### src/logic/ct_pkg.sv
/*
 * Types shared by the pin continuity test block.
 * Assumes ct_params.svh is on the include path.
 */
package ct_pkg;
    // The whole test input pattern, sampled at pin level.
    typedef struct packed {
        logic [16:0] addr;
        logic [1:0] bank;
        logic [1:0] bank_group_sel;
        logic cke;
        logic activate_select_n;
        logic termination_ctl;
        logic ck_t;
        logic ck_c;
        logic cmd_parity_in;
        logic lower_mask_invert_n;
        logic upper_mask_invert_n;
        logic alert_n;
        logic reset_pin_n;
    } pattern_t;

    typedef enum logic [1:0] {ST_NORMAL, ST_ENTRY, ST_ACTIVE} mode_state_t;

    // Three-input parity used by every term.
    function automatic logic xor3(input logic a, input logic b, input logic c);
        xor3 = a ^ b ^ c;
    endfunction
endpackage

### src/logic/term_if.sv
/*
 * Carrier between the test top and its term generator.
 * Assumes both ends share one clock domain; the signals are combinational.
 */
interface term_if;
    import ct_pkg::*;
    pattern_t pattern;
    logic test_pin;
    logic [9:0] xor_term;
    modport calc (input pattern, input test_pin, output xor_term);
    modport use_terms (output pattern, output test_pin, input xor_term);
endinterface

### src/logic/xor_terms.sv
/*
 * Term generator: forms the ten parity terms from a settled test pattern.
 * Assumes its pattern comes from synchronised, agreed pin samples.
 */
module xor_terms
    import ct_pkg::*;
#(
    parameter bit WIDE = 1'b1
) (
    term_if.calc tb
);
    // Each term is a three-way parity of pattern bits; term 9 gates its reset pin bit with the test pin.
    always_comb begin
        tb.xor_term[0] = xor3(tb.pattern.addr[1], tb.pattern.addr[6],
                              tb.pattern.cmd_parity_in);
        tb.xor_term[1] = xor3(tb.pattern.addr[8], tb.pattern.alert_n,
                              tb.pattern.addr[9]);
        tb.xor_term[2] = xor3(tb.pattern.addr[2], tb.pattern.addr[5],
                              tb.pattern.addr[13]);
        tb.xor_term[3] = xor3(tb.pattern.addr[0], tb.pattern.addr[7],
                              tb.pattern.addr[11]);
        tb.xor_term[4] = xor3(tb.pattern.ck_c, tb.pattern.termination_ctl,
                              tb.pattern.addr[15]);
        tb.xor_term[5] = xor3(tb.pattern.cke, tb.pattern.addr[16],
                              tb.pattern.addr[10]);
        tb.xor_term[6] = xor3(tb.pattern.activate_select_n, tb.pattern.addr[4],
                              tb.pattern.bank[1]);
        // The byte-wide part has no upper mask, so a bank group bit takes its place.
        if (WIDE) begin
            tb.xor_term[7] = xor3(tb.pattern.upper_mask_invert_n,
                                  tb.pattern.lower_mask_invert_n, tb.pattern.ck_t);
        end else begin
            tb.xor_term[7] = xor3(tb.pattern.bank_group_sel[1],
                                  tb.pattern.lower_mask_invert_n, tb.pattern.ck_t);
        end
        tb.xor_term[8] = xor3(tb.pattern.addr[14], tb.pattern.addr[12],
                              tb.pattern.bank[0]);
        tb.xor_term[9] = xor3(tb.pattern.bank_group_sel[0], tb.pattern.addr[3],
                              tb.pattern.reset_pin_n & tb.test_pin);
    end
endmodule

### src/flat_wrapper.sv
// flat-port wrapper written by rule: the top's interface ports become plain ports
module xor_terms_flat import ct_pkg::*;
#(
    parameter bit WIDE = 1'b1
)
  (tb_pattern, tb_test_pin, tb_xor_term);
  term_if tb_i ();
  input wire logic [$bits(tb_i.pattern)-1:0] tb_pattern;
  input wire logic [$bits(tb_i.test_pin)-1:0] tb_test_pin;
  output wire logic [$bits(tb_i.xor_term)-1:0] tb_xor_term;
  assign tb_i.pattern = tb_pattern;
  assign tb_i.test_pin = tb_test_pin;
  assign tb_xor_term = tb_i.xor_term;
  xor_terms #(.WIDE(WIDE)) u_core (.tb(tb_i));
endmodule
### config.mk
export PLATFORM = sky130hd
export DESIGN_NAME = xor_terms_flat
export DESIGN_NICKNAME = d
export VERILOG_FILES = /design/src/logic/ct_pkg.sv /design/src/logic/term_if.sv /design/src/logic/xor_terms.sv /design/src/flat_wrapper.sv
export SDC_FILE = /design/constraint.sdc
export NUM_CORES = 1
export LEC_CHECK = 0
export ABC_AREA = 1
export BUFFER_PORTS_ARGS = -buffer_cell sky130_fd_sc_hd__buf_4
export CORE_AREA = 2 2 39 41
export DETAILED_ROUTE_END_ITERATION = 10
export DIE_AREA = 0 0 41 43
export GPL_TIMING_DRIVEN = 0
export PLACE_DENSITY_LB_ADDON = 0.1
export RECOVER_POWER = 25
export SYNTH_ARGS = -nofsm -noshare
export SYNTH_HDL_FRONTEND = slang
export SYNTH_SLANG_ARGS = --single-unit
### constraint.sdc
create_clock -name vclk -period 0.8
set_input_delay 0.04 -clock vclk [all_inputs]
set_output_delay 0.04 -clock vclk [all_outputs]
set_load 0.02 [all_outputs]
Word-level counts from Yosys, hierarchy flattened
Index checks and enable logic that the tools add are counted.
{ "op_classes": {"bitwise": 21} }
{ "op_table": {"columns": ["cell", "n"], "rows": [
  ["1-bit bitwise XOR", 20],
  ["1-bit bitwise AND", 1]
]} }
{ "totals": {"ff_bits": 0, "wordCells": 21} }

Depth between registers and ports, before layout
{ "logic_depth": {"ltp_word": 2, "depth_mapped": 5} }

Worst setup path before layout
Ideal clock, no wire load.
{ "synth_path": {"kind": "input port to output port", "start": "input tb_pattern[10]", "end": "output tb_xor_term[9]", "t_arrival_ns": 0.369, "required_time_ns": 0.760, "path_slack_ns": 0.391, "stages": 5, "path_buffers": 0, "cell_sequence": "inv_1 -> nand2_2 -> nand2_1 -> nand2_1 -> nand2_1"} }
{ "synth_between": {"elab_chain_cells": 2} }
{ "synth_rtl": {"columns": ["item", "line_no", "source"], "rows": [
  ["start: declaration", "flat_wrapper.sv:8", "input wire logic [$bits(tb_i.pattern)-1:0] tb_pattern;"],
  ["1-bit bitwise XOR (2 in a row)", "ct_pkg.sv:27", "xor3 = a ^ b ^ c;"],
  ["end: declaration", "flat_wrapper.sv:10", "output wire logic [$bits(tb_i.xor_term)-1:0] tb_xor_term;"]
]} }
Every way passes these cells.

Final worst setup path
{ "layout_path": {"start": "input tb_pattern[9]", "end": "output tb_xor_term[5]"} }
Same word-level chain as after synthesis.

==> metrics.md <==
| Metric | Value |
|---|---|
| Status | `finished clean` |
| Crit path time final | `0.665 ns` |
| Sequential cell count | `0` |
| Slew headroom | `about 83%` |
| Peak Freq | `1.50 GHz` |
| Area Growth Syn to Fin | `89.8%` |
| WP data required | `0.76 ns` |
| Sequential share of power | `0%` |
| Setup tns final | `0 ns` |
| Critical Path AT | `0.62 ns` |
| First-pass GRT wire length | `~1.4 mm` |
| Hold Violations, Final | `0` |
| Largest fanout on the critical path | `2` |
| Commonest non-fill, non-tap cells in the layout | `nand2_1 (50), buf_4 (39), inv_1 (30)` |
| Internal power | `0.203 mW` |
| WHS Endpoint | `tb_xor_term[7]` |
| Post-Place Cells | `between 100 and 150` |
| Most used cell, CP | `nand2_1` |
| Switching part of the total power | `48.7%` |
| Commonest non-fill, non-tap cell in the layout | `nand2_1` |
| Combinational Power Share | `100.0%` |
| Via Count | `around 600` |
| Share of layout cells above drive strength 1 | `30.3%` |
| Residual DRC count | `0` |
| Hpwl dp | `between 800 and 900 um` |
| Post-synthesis net count | `about 120` |
| Crit share post-route | `83.1%` |
| GP Congestion | `roughly 0.56` |
| I/O pin count | `42` |
| First DRT Iteration DRCs | `1` |
| Crit start category | `input port` |
| Syn Inst Count | `91` |
| Yosys Warn Count | `0` |
| Pre-Repair DR Iteration Count | `4` |
| Peak supply drop | `~220 uV` |
| Setup violations, final | `0` |
| Final Non-Filler Cells | `148` |
| CP Capture Type | `output pin` |
| Worst Tran Pin Value | `between 0.2 and 0.25 ns` |
| Die ar. | `approximately 0.0018 mm2` |
| Total power | `about 0.40 mW` |
| Initial Utilization | `25.8%` |
| Post-cts sizing count | `0` |
| Global route overflow | `0` |
| Power Dens Cells | `585 mW/mm2` |
| Largest net degree at the start of global routing | `3` |
| Port Buf Inserts | `41` |
| Max-slew violations | `0` |
| Leak | `0.529 nW` |
| Unrepaired setup endpoints after global routing | `false` |
| Net switching power | `0.193 mW` |
| Initial antenna violation count | `0` |
| Post-CTS setup buffer count | `0` |
| Distinct cell type count after synthesis | `4` |
| Post-DR wirelength/cell | `5.77 um` |
| Hold WC Path Type | `input port to output pin` |
| Min-delay src | `tb_pattern[6]` |
| Post-CTS Hold Buffers | `0` |
| Cell chain of the critical path | `buf_4 -> inv_1 -> nand2_1 -> nand2_1 -> nand2_1 -> nand2_1 -> clkbuf_1` |
| Max-cap viol count | `0` |
| Synthesized area per cell | `3.92 um2` |
| Crit Path Category | `input port to output pin` |
| Crit-path max cell delay | `0.22 ns` |
| Num rows | `14` |
| Core area | `around 0.0014 mm2` |
| Die Y | `~43 um` |
| Post-synthesis sequential area ratio | `0%` |
| Cell Area, Synth | `357 um2` |
| Die X | `41 um` |
| Antenna cells | `0` |
| Nets@finish | `166` |
| Vias per cell | `3.97` |
| Vias in the first global route | `429` |
| Clock share of power | `0%` |
| Sequential cell area | `0 um2` |
| Hold depth | `4` |
| # clk buffers | `0` |
| GRT Util Overall | `9.99%` |
| Routed wire length | `854 um` |
| CP max stage cell | `clkbuf_1` |
| Final ANT Viol Nets | `0` |
how the worst max path moves through the flow:
stage,start,endpoint,slack (ns),cells past startpoint
4_1_cts,tb_pattern[5],tb_xor_term[4],0.21,7
2_1_floorplan,tb_pattern[10],tb_xor_term[9],0.39,5
3_5_place_dp,tb_pattern[5],tb_xor_term[4],0.21,7
6_report,tb_pattern[9],tb_xor_term[5],0.14,7
3_3_place_gp,tb_pattern[5],tb_xor_term[4],0.23,7
5_1_grt,tb_pattern[9],tb_xor_term[5],0.09,7
metal layers:
metal	wire, um	vias to the layer above	share of wire, %	global-route usage, %
li1	-	335	-	-
met1	318	227	37	11.1
met4	0	0	0	0
met2	420	25	49	20.0
met3	115	0	13	0.524
met5	0	-	0	0
area by class of cell:
cell class	count	area, um2
fillers	169	707
repair buffers	41	300
multi-input cells	61	244
inverters	30	113
well taps	16	20.0
synth_stat cells (all sizes together):
master / instances / area [um2]
inv: 30 / 113
nand2: 51 / 194
nand3: 10 / 50.1
cells by family after synthesis:
family | Yosys count | share of synthesized area, %
buffers and inverters | 30 | 31.6
and+or+nand+nor | 61 | 68.4
metrics by stage:
step / hold WS, ns / utilization (%) / instance area, um2 / setup slack (ns)
floorplan: 0.270 / - / 357 / 0.391
global placement: 0.414 / 49.5 / 684 / 0.233
detailed placement: 0.420 / 49.5 / 684 / 0.212
CTS: 0.421 / 49.5 / 684 / 0.212
global route: 0.452 / 48.9 / 677 / 0.0892
finish: 0.415 / 48.9 / 677 / 0.135
worst max-delay path: cells and delay by family:
| kind | cells | cell delay (ns) |
|---|---|---|
| AND/OR/NAND/NOR | 4 | 0.21 |
| buffers and inverters | 3 | 0.37 |
power by group through the flow:
| stage | Clock, mW | Sequential [mW] | Combinational (mW) |
|---|---|---|---|
| 2_1_floorplan | 0 | 0 | 0.191 |
| 3_3_place_gp | 0 | 0 | 0.400 |
| 3_5_place_dp | 0 | 0 | 0.410 |
| 4_1_cts | 0 | 0 | 0.411 |
| 5_1_grt | 0 | 0 | 0.446 |
| 6_report | 0 | 0 | 0.396 |
No activity file was read; power rests on OpenSTA's default activity.
